$ cat src/verilog/crf_cfg.svh
`ifndef CRF_CFG_SVH
`define CRF_CFG_SVH
// register offsets on the apb bus (byte addresses)
`define CRF_OFF_IPTR 12'h000
`define CRF_OFF_ACC 12'h004
`define CRF_OFF_TACC 12'h008
`define CRF_OFF_IDX 12'h00C
`define CRF_OFF_EXT 12'h010
`define CRF_OFF_STK 12'h014
`define CRF_OFF_PSW 12'h018
`define CRF_OFF_OPC 12'h01C
`define CRF_OFF_IRQ 12'h020
`define CRF_OFF_GPR 12'h024
`define CRF_OFF_MAP 12'h028
// condition flag bit positions
`define CRF_BIT_C 0
`define CRF_BIT_V 1
`define CRF_BIT_Z 2
`define CRF_BIT_N 3
`define CRF_BIT_IL0 4
`define CRF_BIT_IL1 5
`define CRF_BIT_I 6
`define CRF_BIT_H 7
// reset values
`define CRF_RST_IPTR 16'hFFFD
`define CRF_RST_PSW 16'h0030
`define CRF_RST_STK 16'h0000
// memory map: i/o at bottom, data above, program from the top
`define CRF_IO_TOP 16'h007F
`define CRF_DATA_BASE 16'h0080
`define CRF_BANK_BASE 16'h0100
`define CRF_BANK_SPAN 8
`endif

$ cat src/verilog/crf_pkg.sv
package crf_pkg;
   typedef enum logic [3:0] {
      CRF_OP_ADD = 4'h0,
      CRF_OP_ADDC = 4'h1,
      CRF_OP_SUB = 4'h2,
      CRF_OP_SUBC = 4'h3,
      CRF_OP_SHL = 4'h4,
      CRF_OP_SHR = 4'h5,
      CRF_OP_NOP = 4'hF
   } crf_op_t;

   typedef struct packed {
      logic [15:0] addr;
      logic write;
      logic [31:0] wdata;
   } crf_req_t;

   typedef struct packed {
      logic h;
      logic i;
      logic [1:0] il;
      logic n;
      logic z;
      logic v;
      logic c;
   } crf_flags_t;
endpackage

$ cat src/verilog/crf_core.sv
// The register addresses and register access over APB are this design's own decisions.
`timescale 1ns/100ps
`include "crf_cfg.svh"
// Notes on behaviour
// - 16-bit pointer to next instruction
// - 16-bit accumulator, byte ops use low byte
// - 16-bit temp accumulator is second operand
// - index, extra and stack pointers, 16-bit
// - status word: bank select high, flags low
// - half carry from bit 3 to 4
// - interrupts only while enable set; reset clears
// - service only levels above the mask
// - negative flag follows result msb
// - zero flag on zero result
// - overflow flag on signed overflow
// - carry from bit 7, shift-out on shifts
// - eight-register banks, 16 or 8 banks
// - bank select picks the active bank
// - 64k map: io low, data, program high
module crf_core #(
   parameter int BANKS = 16
) (
   input wire logic pclk,
   input wire logic presetn,
   input wire logic psel,
   input wire logic penable,
   input wire logic pwrite,
   input wire logic [11:0] paddr,
   input wire logic [31:0] pwdata,
   output logic [31:0] prdata,
   output logic pready,
   output logic pslverr,
   input wire logic [1:0] irq_level,
   input wire logic irq_req,
   output logic irq_take
);
   localparam int GW = $clog2(BANKS*8);
   typedef enum logic [1:0] {
      CRF_ST_IDLE = 2'b01,
      CRF_ST_MEMRD = 2'b10
   } crf_st_t;

   // ==========================================================
   // helpers
   function automatic logic [1:0] crf_level(input logic [1:0] code);
      // 00 and 01 both mean level 1 (highest)
      crf_level = (code == 2'b00) ? 2'd1 : ((code == 2'b01) ? 2'd1 : code);
   endfunction

   function automatic logic [15:0] crf_bank_base(input logic [7:0] sel);
      crf_bank_base = `CRF_BANK_BASE + {11'h000, sel[4:0]} * 16'(`CRF_BANK_SPAN);
   endfunction

   // ==========================================================
   // state
   logic [15:0] iptr_q, iptr_d, acc_q, acc_d, tacc_q, tacc_d;
   logic [15:0] idx_q, idx_d, ext_q, ext_d, stk_q, stk_d;
   logic [7:0] bank_select_q, bank_select_d;
   crf_pkg::crf_flags_t cond_flags_q, cond_flags_d;
   crf_st_t st_q, st_d;
   logic [31:0] rdata_q, rdata_d;
   logic err_q, err_d;
   logic gpr_hit_q, gpr_hit_d;

   crf_pkg::crf_req_t req;
   logic wr, rd, setup;
   logic [7:0] ares;
   logic ah, an, az, av, ac, aarith;
   crf_pkg::crf_op_t op;
   logic [GW-1:0] gaddr;
   logic gwe;
   logic [7:0] grd;
   logic [15:0] bank_base;

   assign req = '{addr: {4'h0, paddr}, write: pwrite, wdata: pwdata};
   assign setup = psel && !penable;
   assign op = crf_pkg::crf_op_t'(pwdata[3:0]);

   // ==========================================================
   // operand path: byte ops on low bytes of acc and temp
   crf_alu u_alu (
      .a(acc_q[7:0]),
      .b(tacc_q[7:0]),
      .cin(cond_flags_q.c),
      .op(op),
      .res(ares),
      .h(ah),
      .n(an),
      .z(az),
      .v(av),
      .c(ac),
      .arith(aarith)
   );

   // ==========================================================
   // banked general registers
   assign bank_base = crf_bank_base(bank_select_q);
   // bank index wraps within the fitted banks
   assign gaddr = GW'({bank_select_q[4:0], pwdata[10:8]});
   // write lands at the access edge, like every other register
   assign gwe = wr && !err_q && (req.addr[11:0] == `CRF_OFF_GPR);
   crf_gpr_mem #(.BANKS(BANKS)) u_gpr (
      .pclk(pclk),
      .addr(gaddr),
      .we(gwe),
      .wdata(req.wdata[7:0]),
      .rdata(grd)
   );

   // ==========================================================
   // apb: one wait for memory reads, else zero-wait
   assign wr = psel && penable && pwrite && pready;
   assign rd = psel && penable && !pwrite && pready;
   assign pready = (st_q == CRF_ST_IDLE);
   assign pslverr = err_q && psel && penable;
   assign prdata = gpr_hit_q ? {24'h0, grd} : rdata_q;

   always_comb begin
      st_d = st_q;
      rdata_d = rdata_q;
      err_d = err_q;
      gpr_hit_d = 1'b0;
      unique case (st_q)
         CRF_ST_IDLE: begin
            if (setup) begin
               err_d = 1'b0;
               rdata_d = 32'h0;
               unique case (paddr)
                  `CRF_OFF_IPTR: rdata_d = {16'h0, iptr_q};
                  `CRF_OFF_ACC: rdata_d = {16'h0, acc_q};
                  `CRF_OFF_TACC: rdata_d = {16'h0, tacc_q};
                  `CRF_OFF_IDX: rdata_d = {16'h0, idx_q};
                  `CRF_OFF_EXT: rdata_d = {16'h0, ext_q};
                  `CRF_OFF_STK: rdata_d = {16'h0, stk_q};
                  `CRF_OFF_PSW: rdata_d = {16'h0, bank_select_q, cond_flags_q};
                  `CRF_OFF_OPC: rdata_d = 32'h0;
                  `CRF_OFF_IRQ: rdata_d = {31'h0, irq_take};
                  `CRF_OFF_MAP: rdata_d = {bank_base, 16'h0};
                  `CRF_OFF_GPR: begin
                     if (!pwrite) begin
                        st_d = CRF_ST_MEMRD;
                     end
                  end
                  default: err_d = 1'b1;
               endcase
            end
         end
         CRF_ST_MEMRD: begin
            st_d = CRF_ST_IDLE;
            gpr_hit_d = 1'b1;
         end
         default: st_d = CRF_ST_IDLE;
      endcase
   end

   // ==========================================================
   // register writes and flag update
   always_comb begin
      iptr_d = iptr_q;
      acc_d = acc_q;
      tacc_d = tacc_q;
      idx_d = idx_q;
      ext_d = ext_q;
      stk_d = stk_q;
      bank_select_d = bank_select_q;
      cond_flags_d = cond_flags_q;
      if (wr && !err_q) begin
         unique case (paddr)
            `CRF_OFF_IPTR: iptr_d = pwdata[15:0];
            `CRF_OFF_ACC: acc_d = pwdata[15:0];
            `CRF_OFF_TACC: tacc_d = pwdata[15:0];
            `CRF_OFF_IDX: idx_d = pwdata[15:0];
            `CRF_OFF_EXT: ext_d = pwdata[15:0];
            `CRF_OFF_STK: stk_d = pwdata[15:0];
            `CRF_OFF_PSW: begin
               bank_select_d = pwdata[15:8];
               cond_flags_d = pwdata[7:0];
            end
            `CRF_OFF_OPC: begin
               if (aarith) begin
                  // result returns to low byte, high byte kept
                  acc_d = {acc_q[15:8], ares};
                  cond_flags_d.c = ac;
                  cond_flags_d.n = an;
                  cond_flags_d.z = az;
                  if (op != crf_pkg::CRF_OP_SHL && op != crf_pkg::CRF_OP_SHR) begin
                     cond_flags_d.h = ah;
                     cond_flags_d.v = av;
                  end
               end
            end
            default: ;
         endcase
      end
   end

   // interrupt gate: enable flag and level above mask
   assign irq_take = irq_req && cond_flags_q.i
      && (crf_level(irq_level) < crf_level(cond_flags_q.il));

   always_ff @(posedge pclk or negedge presetn) begin
      if (!presetn) begin
         iptr_q <= `CRF_RST_IPTR;
         acc_q <= 16'h0000;
         tacc_q <= 16'h0000;
         idx_q <= 16'h0000;
         ext_q <= 16'h0000;
         stk_q <= `CRF_RST_STK;
         bank_select_q <= 8'h00;
         cond_flags_q <= 8'h30;
         st_q <= CRF_ST_IDLE;
         rdata_q <= 32'h0;
         err_q <= 1'b0;
         gpr_hit_q <= 1'b0;
      end else begin
         iptr_q <= iptr_d;
         acc_q <= acc_d;
         tacc_q <= tacc_d;
         idx_q <= idx_d;
         ext_q <= ext_d;
         stk_q <= stk_d;
         bank_select_q <= bank_select_d;
         cond_flags_q <= cond_flags_d;
         st_q <= st_d;
         rdata_q <= rdata_d;
         err_q <= err_d;
         gpr_hit_q <= gpr_hit_d;
      end
   end

   // ==========================================================
   // checks
   // reference adder kept apart from the alu, so a slip there shows
   logic op_wr, ref_add, ref_cin;
   logic [8:0] ref_sum, ref_ssum, ref_dif;
   logic [4:0] ref_low;
   assign op_wr = wr && !err_q && (paddr == `CRF_OFF_OPC);
   assign ref_add = op_wr && (op == crf_pkg::CRF_OP_ADD || op == crf_pkg::CRF_OP_ADDC);
   assign ref_cin = (op == crf_pkg::CRF_OP_ADDC) && cond_flags_q.c;
   assign ref_sum = {1'b0, acc_q[7:0]} + {1'b0, tacc_q[7:0]} + {8'h00, ref_cin};
   assign ref_low = {1'b0, acc_q[3:0]} + {1'b0, tacc_q[3:0]} + {4'h0, ref_cin};
   assign ref_dif = {1'b0, acc_q[7:0]} - {1'b0, tacc_q[7:0]};
   // sign-extended sum: top two bits disagree on signed overflow
   assign ref_ssum = {acc_q[7], acc_q[7:0]} + {tacc_q[7], tacc_q[7:0]} + {8'h00, ref_cin};

   chk_irq_blocked: assert property (@(posedge pclk) disable iff (!presetn)
      !cond_flags_q.i |-> !irq_take) else $error("irq taken while disabled");
   chk_irq_level: assert property (@(posedge pclk) disable iff (!presetn)
      irq_take |-> crf_level(irq_level) < crf_level(cond_flags_q.il))
      else $error("irq level not above mask");
   chk_irq_reset: assert property (@(posedge pclk) !presetn |=> !cond_flags_q.i)
      else $error("enable flag not cleared by reset");

   chk_iptr_reset: assert property (@(posedge pclk)
      !presetn |=> iptr_q == `CRF_RST_IPTR) else $error("pointer not at reset vector");
   chk_iptr_hold: assert property (@(posedge pclk) disable iff (!presetn)
      !(wr && paddr == `CRF_OFF_IPTR) |=> $stable(iptr_q)) else $error("pointer moved");

   chk_zero_flag: assert property (@(posedge pclk) disable iff (!presetn)
      (op_wr && aarith) |=> cond_flags_q.z == (acc_q[7:0] == 8'h00))
      else $error("zero flag wrong");
   chk_neg_flag: assert property (@(posedge pclk) disable iff (!presetn)
      (op_wr && aarith) |=> cond_flags_q.n == acc_q[7])
      else $error("negative flag wrong");
   chk_add_carry: assert property (@(posedge pclk) disable iff (!presetn)
      ref_add |=> cond_flags_q.c == $past(ref_sum[8])) else $error("add carry wrong");
   chk_sub_borrow: assert property (@(posedge pclk) disable iff (!presetn)
      (op_wr && op == crf_pkg::CRF_OP_SUB) |=> cond_flags_q.c == $past(ref_dif[8]))
      else $error("sub borrow wrong");
   chk_add_half: assert property (@(posedge pclk) disable iff (!presetn)
      ref_add |=> cond_flags_q.h == $past(ref_low[4])) else $error("half carry wrong");
   chk_add_ovf: assert property (@(posedge pclk) disable iff (!presetn)
      ref_add |=> cond_flags_q.v == ($past(ref_ssum[8]) != $past(ref_ssum[7])))
      else $error("overflow flag wrong");
   chk_shift_keep: assert property (@(posedge pclk) disable iff (!presetn)
      (op_wr && (op == crf_pkg::CRF_OP_SHL || op == crf_pkg::CRF_OP_SHR))
      |=> $stable(cond_flags_q.h) && $stable(cond_flags_q.v)) else $error("shift moved h or v");
   chk_shift_carry: assert property (@(posedge pclk) disable iff (!presetn)
      (op_wr && op == crf_pkg::CRF_OP_SHL) |=> cond_flags_q.c == $past(acc_q[7]))
      else $error("shift carry wrong");
   chk_shr_carry: assert property (@(posedge pclk) disable iff (!presetn)
      (op_wr && op == crf_pkg::CRF_OP_SHR) |=> cond_flags_q.c == $past(acc_q[0]))
      else $error("right shift carry wrong");

   chk_acc_high: assert property (@(posedge pclk) disable iff (!presetn)
      op_wr |=> $stable(acc_q[15:8])) else $error("byte op touched acc high");
   chk_opc_quiet: assert property (@(posedge pclk) disable iff (!presetn)
      (op_wr && !aarith) |=> $stable(acc_q) && $stable(cond_flags_q))
      else $error("idle op changed state");
   chk_tacc_hold: assert property (@(posedge pclk) disable iff (!presetn)
      (wr && paddr == `CRF_OFF_OPC) |=> $stable(tacc_q)) else $error("temp changed by op");
   chk_ptr_hold: assert property (@(posedge pclk) disable iff (!presetn)
      op_wr |=> $stable(idx_q) && $stable(ext_q) && $stable(stk_q))
      else $error("pointer changed by op");
   chk_psw_read: assert property (@(posedge pclk) disable iff (!presetn)
      (setup && !pwrite && paddr == `CRF_OFF_PSW) |=> rdata_q[15:8] == bank_select_q)
      else $error("status word read wrong");

   chk_ready_wait: assert property (@(posedge pclk) disable iff (!presetn)
      (setup && !pwrite && paddr == `CRF_OFF_GPR) |=> !pready ##1 pready)
      else $error("bank read wait wrong");
   chk_bank_base: assert property (@(posedge pclk) disable iff (!presetn)
      bank_base == `CRF_BANK_BASE + {8'h00, bank_select_q[4:0], 3'h0})
      else $error("bank base wrong");
   chk_gpr_byte: assert property (@(posedge pclk) disable iff (!presetn)
      (rd && gpr_hit_q) |-> prdata[31:8] == 24'h0)
      else $error("bank register wider than a byte");
endmodule

$ cat src/verilog/crf_alu.sv
`timescale 1ns/100ps
`include "crf_cfg.svh"
module crf_alu (
   input wire logic [7:0] a,
   input wire logic [7:0] b,
   input wire logic cin,
   input wire crf_pkg::crf_op_t op,
   output logic [7:0] res,
   output logic h,
   output logic n,
   output logic z,
   output logic v,
   output logic c,
   output logic arith
);
   logic [8:0] full;
   logic [4:0] low;
   logic cuse;
   always_comb begin
      cuse = (op == crf_pkg::CRF_OP_ADDC || op == crf_pkg::CRF_OP_SUBC) ? cin : 1'b0;
      full = 9'h000;
      low = 5'h00;
      res = 8'h00;
      c = 1'b0;
      v = 1'b0;
      h = 1'b0;
      arith = 1'b1;
      unique case (op)
         crf_pkg::CRF_OP_ADD, crf_pkg::CRF_OP_ADDC: begin
            full = {1'b0, a} + {1'b0, b} + {8'h00, cuse};
            low = {1'b0, a[3:0]} + {1'b0, b[3:0]} + {4'h0, cuse};
            res = full[7:0];
            c = full[8];
            h = low[4];
            v = (a[7] == b[7]) && (res[7] != a[7]);
         end
         crf_pkg::CRF_OP_SUB, crf_pkg::CRF_OP_SUBC: begin
            full = {1'b0, a} - {1'b0, b} - {8'h00, cuse};
            low = {1'b0, a[3:0]} - {1'b0, b[3:0]} - {4'h0, cuse};
            res = full[7:0];
            c = full[8];
            h = low[4];
            v = (a[7] != b[7]) && (res[7] != a[7]);
         end
         crf_pkg::CRF_OP_SHL: begin
            res = {a[6:0], 1'b0};
            c = a[7];
         end
         crf_pkg::CRF_OP_SHR: begin
            res = {1'b0, a[7:1]};
            c = a[0];
         end
         default: begin
            arith = 1'b0;
         end
      endcase
      n = res[7];
      z = (res == 8'h00);
   end
endmodule

$ cat src/verilog/crf_gpr_mem.sv
`timescale 1ns/100ps
module crf_gpr_mem #(
   parameter int BANKS = 16
) (
   input wire logic pclk,
   input wire logic [$clog2(BANKS*8)-1:0] addr,
   input wire logic we,
   input wire logic [7:0] wdata,
   output logic [7:0] rdata
);
   // registered read port keeps the bus data output a flop
   logic [7:0] mem [0:BANKS*8-1];
   always_ff @(posedge pclk) begin
      if (we) begin
         mem[addr] <= wdata;
      end
      rdata <= mem[addr];
   end
endmodule

$ cat config.mk
export PLATFORM = sky130hd
export DESIGN_NAME = crf_core
export DESIGN_NICKNAME = d
export VERILOG_FILES = /design/src/verilog/crf_pkg.sv /design/src/verilog/crf_core.sv /design/src/verilog/crf_alu.sv /design/src/verilog/crf_gpr_mem.sv
export VERILOG_INCLUDE_DIRS = /design/src /design/src/verilog
export SDC_FILE = /design/constraint.sdc
export NUM_CORES = 1
export LEC_CHECK = 0
export BUFFER_PORTS_ARGS = -buffer_cell sky130_fd_sc_hd__buf_2
export CAP_MARGIN = 10
export CELL_PAD_IN_SITES_DETAIL_PLACEMENT = 1
export CELL_PAD_IN_SITES_GLOBAL_PLACEMENT = 2
export CORE_UTILIZATION = 38
export DETAILED_ROUTE_END_ITERATION = 12
export PLACE_DENSITY_LB_ADDON = 0.1
export SYNTH_ARGS = -nofsm -noshare
export SYNTH_HDL_FRONTEND = slang
export SYNTH_HIERARCHICAL = 1
export SYNTH_SLANG_ARGS = --single-unit
export TNS_END_PERCENT = 30
$ cat constraint.sdc
create_clock -name pclk -period 5.1 [get_ports pclk]
set_input_delay 0.255 -clock pclk [delete_from_list [all_inputs] [get_ports pclk]]
set_output_delay 0.255 -clock pclk [all_outputs]
set_load 0.05 [all_outputs]
# ---- After elaboration in Yosys (flattened, before gate mapping)
# Memory sizes are Yosys's and may differ from the RTL's. A register that Yosys moved wholly into a read port is not among the register bits.
# Cells that the tools add are included.
dict set report op_classes {
  addsub 9
  n_lt_le_gt_ge 1
  n_eq_ne 30
  n_mux 28
  bitwise 1
  n_reduce_logical 39
}
# op n
set op_table {}
lappend op_table {{$pmux 26 s9} 1}
lappend op_table {{$eq 12x5->1 const B} 4}
lappend op_table {{$eq 12x6->1 const B} 3}
lappend op_table {{$mux 32} 1}
lappend op_table {{$pmux 16 s2} 1}
lappend op_table {{$pmux 8 s4} 1}
lappend op_table {{$eq 12x4->1 const B} 2}
lappend op_table {{$mux 2} 8}
lappend op_table {{$reduce_and 2->1} 7}
lappend op_table {{$logic_and 1x1->1} 13}
lappend op_table {{$eq 12x3->1 const B} 1}
lappend op_table {{$logic_not 12->1} 1}
lappend op_table {{$reduce_and 3->1} 4}
lappend op_table {{$reduce_or 11->1} 1}
lappend op_table {{$add 9x8->10 const A} 1}
lappend op_table {{$add 8x8->9} 1}
lappend op_table {{$add 9x1->9} 1}
lappend op_table {{$mux 1} 9}
lappend op_table {{$sub 8x8->9} 1}
lappend op_table {{$sub 9x1->9} 1}
lappend op_table {{$eq 4x2->1 const B} 2}
lappend op_table {{$eq 4x3->1 const B} 2}
lappend op_table {{$logic_not 8->1} 1}
lappend op_table {{$mux 8} 1}
lappend op_table {{26 further kinds} 40}
dict set report totals {
  register_bits 148
  ramBits 1024
  in_bits 52
  memories 1
}
# memory depth width read_ports rd_ports_with_merged_regs write_ports line
set mem_list {}
lappend mem_list {u_gpr.mem 128 8 1 1 1 crf_gpr_mem.sv:12} ;# logic [7:0] mem [0:BANKS*8-1];

# ---- Depth between registers and ports, before layout
dict set report logic_depth {
  depth_word 10
  mapped_depth 15
  mapped_depth_nobuf 14
}

# ---- Cells and area by module
# Netlist, hierarchy kept.
# mod instances cells_per_inst area_each_um2 seq_area_each_um2
set modules_own_cells {}
lappend modules_own_cells {crf_gpr_mem 1 2475 40433.8 30909.6}
lappend modules_own_cells {crf_core 1 573 6819.0 3475.8}
lappend modules_own_cells {crf_alu 1 182 1291.2 0.0}

# ---- Worst setup path before layout
# Ideal clock, no wire load.
dict set report synth_path {
  path_type {register to register}
  startpoint {reg st_q[0]}
  endpoint {mem u_gpr.mem[72][0] (enable)}
  t_arrival_ns 3.228
  required_ns 4.705
  slack_ns 1.477
  path_stages_with_launch 7
  period_less_slack_ns 3.623
  path_cell_list {dfstp_2 -> nor2b_1 -> nand4_4 -> nor2_1 -> clkbuf_1 -> nand3_1 -> nor4_1}
}
dict set report synth_between {
  elab_chain_len 6
}
# item line
set synth_lines {}
lappend synth_lines {{start, declared} crf_core.sv:60} ;# crf_st_t st_q, st_d;
lappend synth_lines {{start signal, assigned} crf_core.sv:224} ;# st_q <= st_d;
lappend synth_lines {{$eq 2x1->1} crf_core.sv:114} ;# assign pready = (st_q == CRF_ST_IDLE);
lappend synth_lines {{via pready} crf_core.sv:31} ;# output logic pready,
lappend synth_lines {{$logic_and 1x1->1} crf_core.sv:112} ;# assign wr = psel && penable && pwrite && pready;
lappend synth_lines {{$logic_and 1x1->1} n/a}
lappend synth_lines {{$logic_and 1x1->1} crf_core.sv:101} ;# assign gwe = wr && !err_q && (req.addr[11:0] == `CRF_OFF_GPR);
lappend synth_lines {{via gwe} crf_core.sv:71} ;# logic gwe;
lappend synth_lines {{$mux 1} crf_gpr_mem.sv:14} ;# if (we) begin
lappend synth_lines {{$mux 1 (implied by the code)} crf_gpr_mem.sv:15} ;# mem[addr] <= wdata;
lappend synth_lines {{end, declared} crf_gpr_mem.sv:12}
# The timed path passes the listed nets, and every way through them passes these cells.

# ---- Final worst setup path
dict set report layout_path {
  startpoint {reg err_q}
  endpoint {mem u_gpr.mem[112][6] (enable)}
}
dict set report layout_between {
  elab_chain_len 5
}
# item line
set layout_lines {}
lappend layout_lines {{start, declared} crf_core.sv:62} ;# logic err_q, err_d;
lappend layout_lines {{start signal, assigned} crf_core.sv:226} ;# err_q <= err_d;
lappend layout_lines {{$logic_not 1->1} n/a}
lappend layout_lines {{$logic_and 1x1->1} n/a}
lappend layout_lines {{$logic_and 1x1->1} crf_core.sv:101}
lappend layout_lines {{via gwe} crf_core.sv:71}
lappend layout_lines {{$mux 1} crf_gpr_mem.sv:14}
lappend layout_lines {{$mux 1 (implied by the code)} crf_gpr_mem.sv:15}
# The timed path passes the listed nets, and every way through them passes these cells.

==> flow_summary.toml <==
[placed_design]
globalplace.congestion = 0.8376
dp_hpwl_mm = 102.2
port_buffers = 60

[grt]
antenna_found_initial = 4
grt_remaining_overflow = 0
grt_pass1_wl_mm = 237.3
track_usage_pct = 25.43
grt_max_degree = 149
grt_pass1_vias = 31640

[yosys]
syn_area_per_cell_um2 = 15.03
ys_seq_elements = 1170
netlist.area_leader.share_pct = 63.34
netlist_instances = 3230
synth_edf_count = 1024
synthesis.area_um2 = 48540
yosys.cell_count.top_type = "edfxtp_1"
yosys_warnings = 6
synth.area.top_cells = "edfxtp_1 63%, dfrtp_1 6.2%, a221oi_1 4.1%"
ys_seq_area_share_pct = 70.83
synthFlopType = "edfxtp_1"
netlist_top_cells_count = "1024 x edfxtp_1, 280 x nor2_1, 225 x a221oi_1"
synth.distinct_cells = 100
synthArstFlopShare_pct = 11.79
yosys.area.top_type = "edfxtp_1"

[timing]
rsz0062_at_grt = "false"
setup_viol = 0
post-route-period-util_pct = 77.39
maxSlewHeadroom_pct = 21.18
fin_worst_skew_ns = 0.03037
worst_pin_slew_ns = 1.173
period_needed_ns = 3.947
finalHoldViolCount = 0
final.setup.tns_ns = 0
slew_viol_final = 0
fmax_mhz = 253.4
hold_ws_ns = 0.08293

[setup_path]
cp.arrival_ns = 4.32
path_delay_family = "simple AND/OR/NAND/NOR gates"
critPathKind = "reg2reg"
worst-path-stages = 7
cpMaxStageDelayCell = "nand2_1"
cp_common_cell = "nor2_1"
cp_max_fo = 10
crit_chain = "and4b_1 -> nand4_4 -> nor2_1 -> nor2b_1 -> nand2_1 -> buf_4 -> nor2_1"
path_buf_inv = 1
cp_data_required_time_ns = 5.48
crit_path_end_kind = "register"
cp-start-kind = "register"
cpPeakStageDelay_ns = 0.68
reg2regPathDepth = 7

[clocking]
clock_latency_ns = 0.74
numClockSinks = 1170
clkTransAtPathRegs_ns = 0.06
cts-root-buf = "clkbuf_16"
cts_tree = "yes"
ctsHtreeMaxLevel = 4
tritoncts.num_buffers = 133
clockBufferDepth = 3
postCtsSetupRepairBufs = 0

[routing]
drt_pre_antenna_iters = 6
wire_per_inst_um = 32.38
drc = 0
via_count = 30860
ant_nets = 0
vias_per_cell = 6.048
drtIter0Drc = 3123
wl_mm = 165.3

[power]
power_density_nw_per_um2 = 378.6
p_comb_share_pct = 5.3
seqPwrFrac_pct = 49.7
pwr-share-clk_pct = 45.0
switching_share_pct = 22.08
vdd_ir_drop_max_mv = 0.3311
p_int_mw = 16.35
leakagePower_nw = 18.90
switching_power_mw = 4.633
p_total_mw = 20.98

[die]
start_util_pct = 38.46
row_count = 130
die_w_um = 359.4
coreArea_um2 = 126200
die-area_um2 = 129200
die_y_um = 359.4
num_io_pins = 87

[worst_hold_path]
holdPathStages = 5
min_path_type = "in2reg"

[outcome]
status = "finished clean"

[final_layout]
final_layout_size_suffix_gt1_share_pct = 17.93
area_delta_synth_final_pct = 14.16
finalNetCount = 3433

[flow_run]
max_cap_viol_count = 0
## cell families after synthesis
family | share of synthesized area [%]
multiplexers | 6.763
other | 0.007725
flip-flops | 70.83
XOR/XNOR | 0.1443
adder cells (fa/ha/maj) | 0.7320
AO/OA/AOI/OAI | 12.50
buffers and inverters | 2.928
AND/OR/NAND/NOR | 6.088
## state kept, by name, summed over array words and instances, names as in the netlist, 8 cells and up
| register | flops |
|---|---|
| u_gpr/mem | 1024 |
| rdata_q | 22 |
| acc_q | 16 |
| ext_q | 16 |
| idx_q | 16 |
| iptr_q | 16 |
| stk_q | 16 |
| tacc_q | 16 |
| bank_select_q | 8 |
| cond_flags_q | 8 |
| u_gpr/rdata | 8 |
## power groups by stage
stage	registers, mW	logic [mW]	clock network [mW]
CTS	10.4	1.11	9.62
floorplan	10.6	0.535	0
global route	10.4	1.16	9.97
detailed placement	10.6	1.10	0
finish	10.4	1.10	9.44
global placement	10.6	1.08	0
## cells in the final DEF (no fill, tap or decap), drive strengths merged, types with 24 or more instances in the layout
master	count
edfxtp	1024
nor2	282
a221oi	228
buf	202
clkbuf	175
mux2	167
a21oi	157
nand2	153
dfrtp	120
o21ai	118
mux2i	115
a22oi	82
a22o	49
clkinv	45
nor2b	43
o22ai	38
inv	38
nand3	24
nor3	24
## per-layer routing
layer	wire length [um]	GRT usage (%)
met3	9616	3.818
met4	3534	6.511
met5	13	0
met2	77200	40.11
met1	74890	36.71
## worst paths after layout
| check | from | slack, ns | endpoint |
|---|---|---|---|
| setup / recovery | err_q | 1.15 | u_gpr/mem[112][6] |
| hold / removal | paddr[10] | 0.08 | err_q |
| setup reg to reg | err_q | 1.15 | u_gpr/mem[112][6] |
| hold reg to reg | rdata_q[2] | 0.47 | rdata_q[2] |
| max in group asynchronous | presetn | 3.62 | tacc_q[11] |
| min in group asynchronous | presetn | 0.20 | rdata_q[15] |
## worst register-to-register path, cell delays in order, from the launching register on
cell     delay, ns
dfrtp_1       0.38
and4b_1       0.46
nand4_4       0.23
nor2_1        0.43
nor2b_1       0.38
nand2_1       0.68
buf_4         0.44
nor2_1        0.58
## layout make-up
cell class	instances	area [um^2]
diodes	1	2.502
flip-flops and latches	1170	34390
repair buffers	223	1738
clock buffers	174	3661
inverters	38	146.4
multi-input cells	1789	12830
clock inverters	58	583.1
well taps	1650	2064
fillers	12440	70800
## per-stage QoR
| step | cell area (um^2) | util [%] | setup WS [ns] | cells |
|---|---|---|---|---|
| 2_1_floorplan | 48580 | - | 1.477 | 3239 |
| 3_3_place_gp | 50970 | 40.38 | 0.8521 | 4850 |
| 3_5_place_dp | 50970 | 40.38 | 0.8061 | 4850 |
| 4_1_cts | 55420 | 43.90 | 1.154 | 5102 |
| 5_1_grt | 55420 | 43.90 | 1.067 | 5102 |
| 6_report | 55420 | 43.91 | 1.153 | 5103 |
## repair_timing
action,in CTS,in global routing
resized for setup,0,0
hold buffers,20,0
endpoints found under the hold margin,150,0
(Power assumes the default switching activity.)
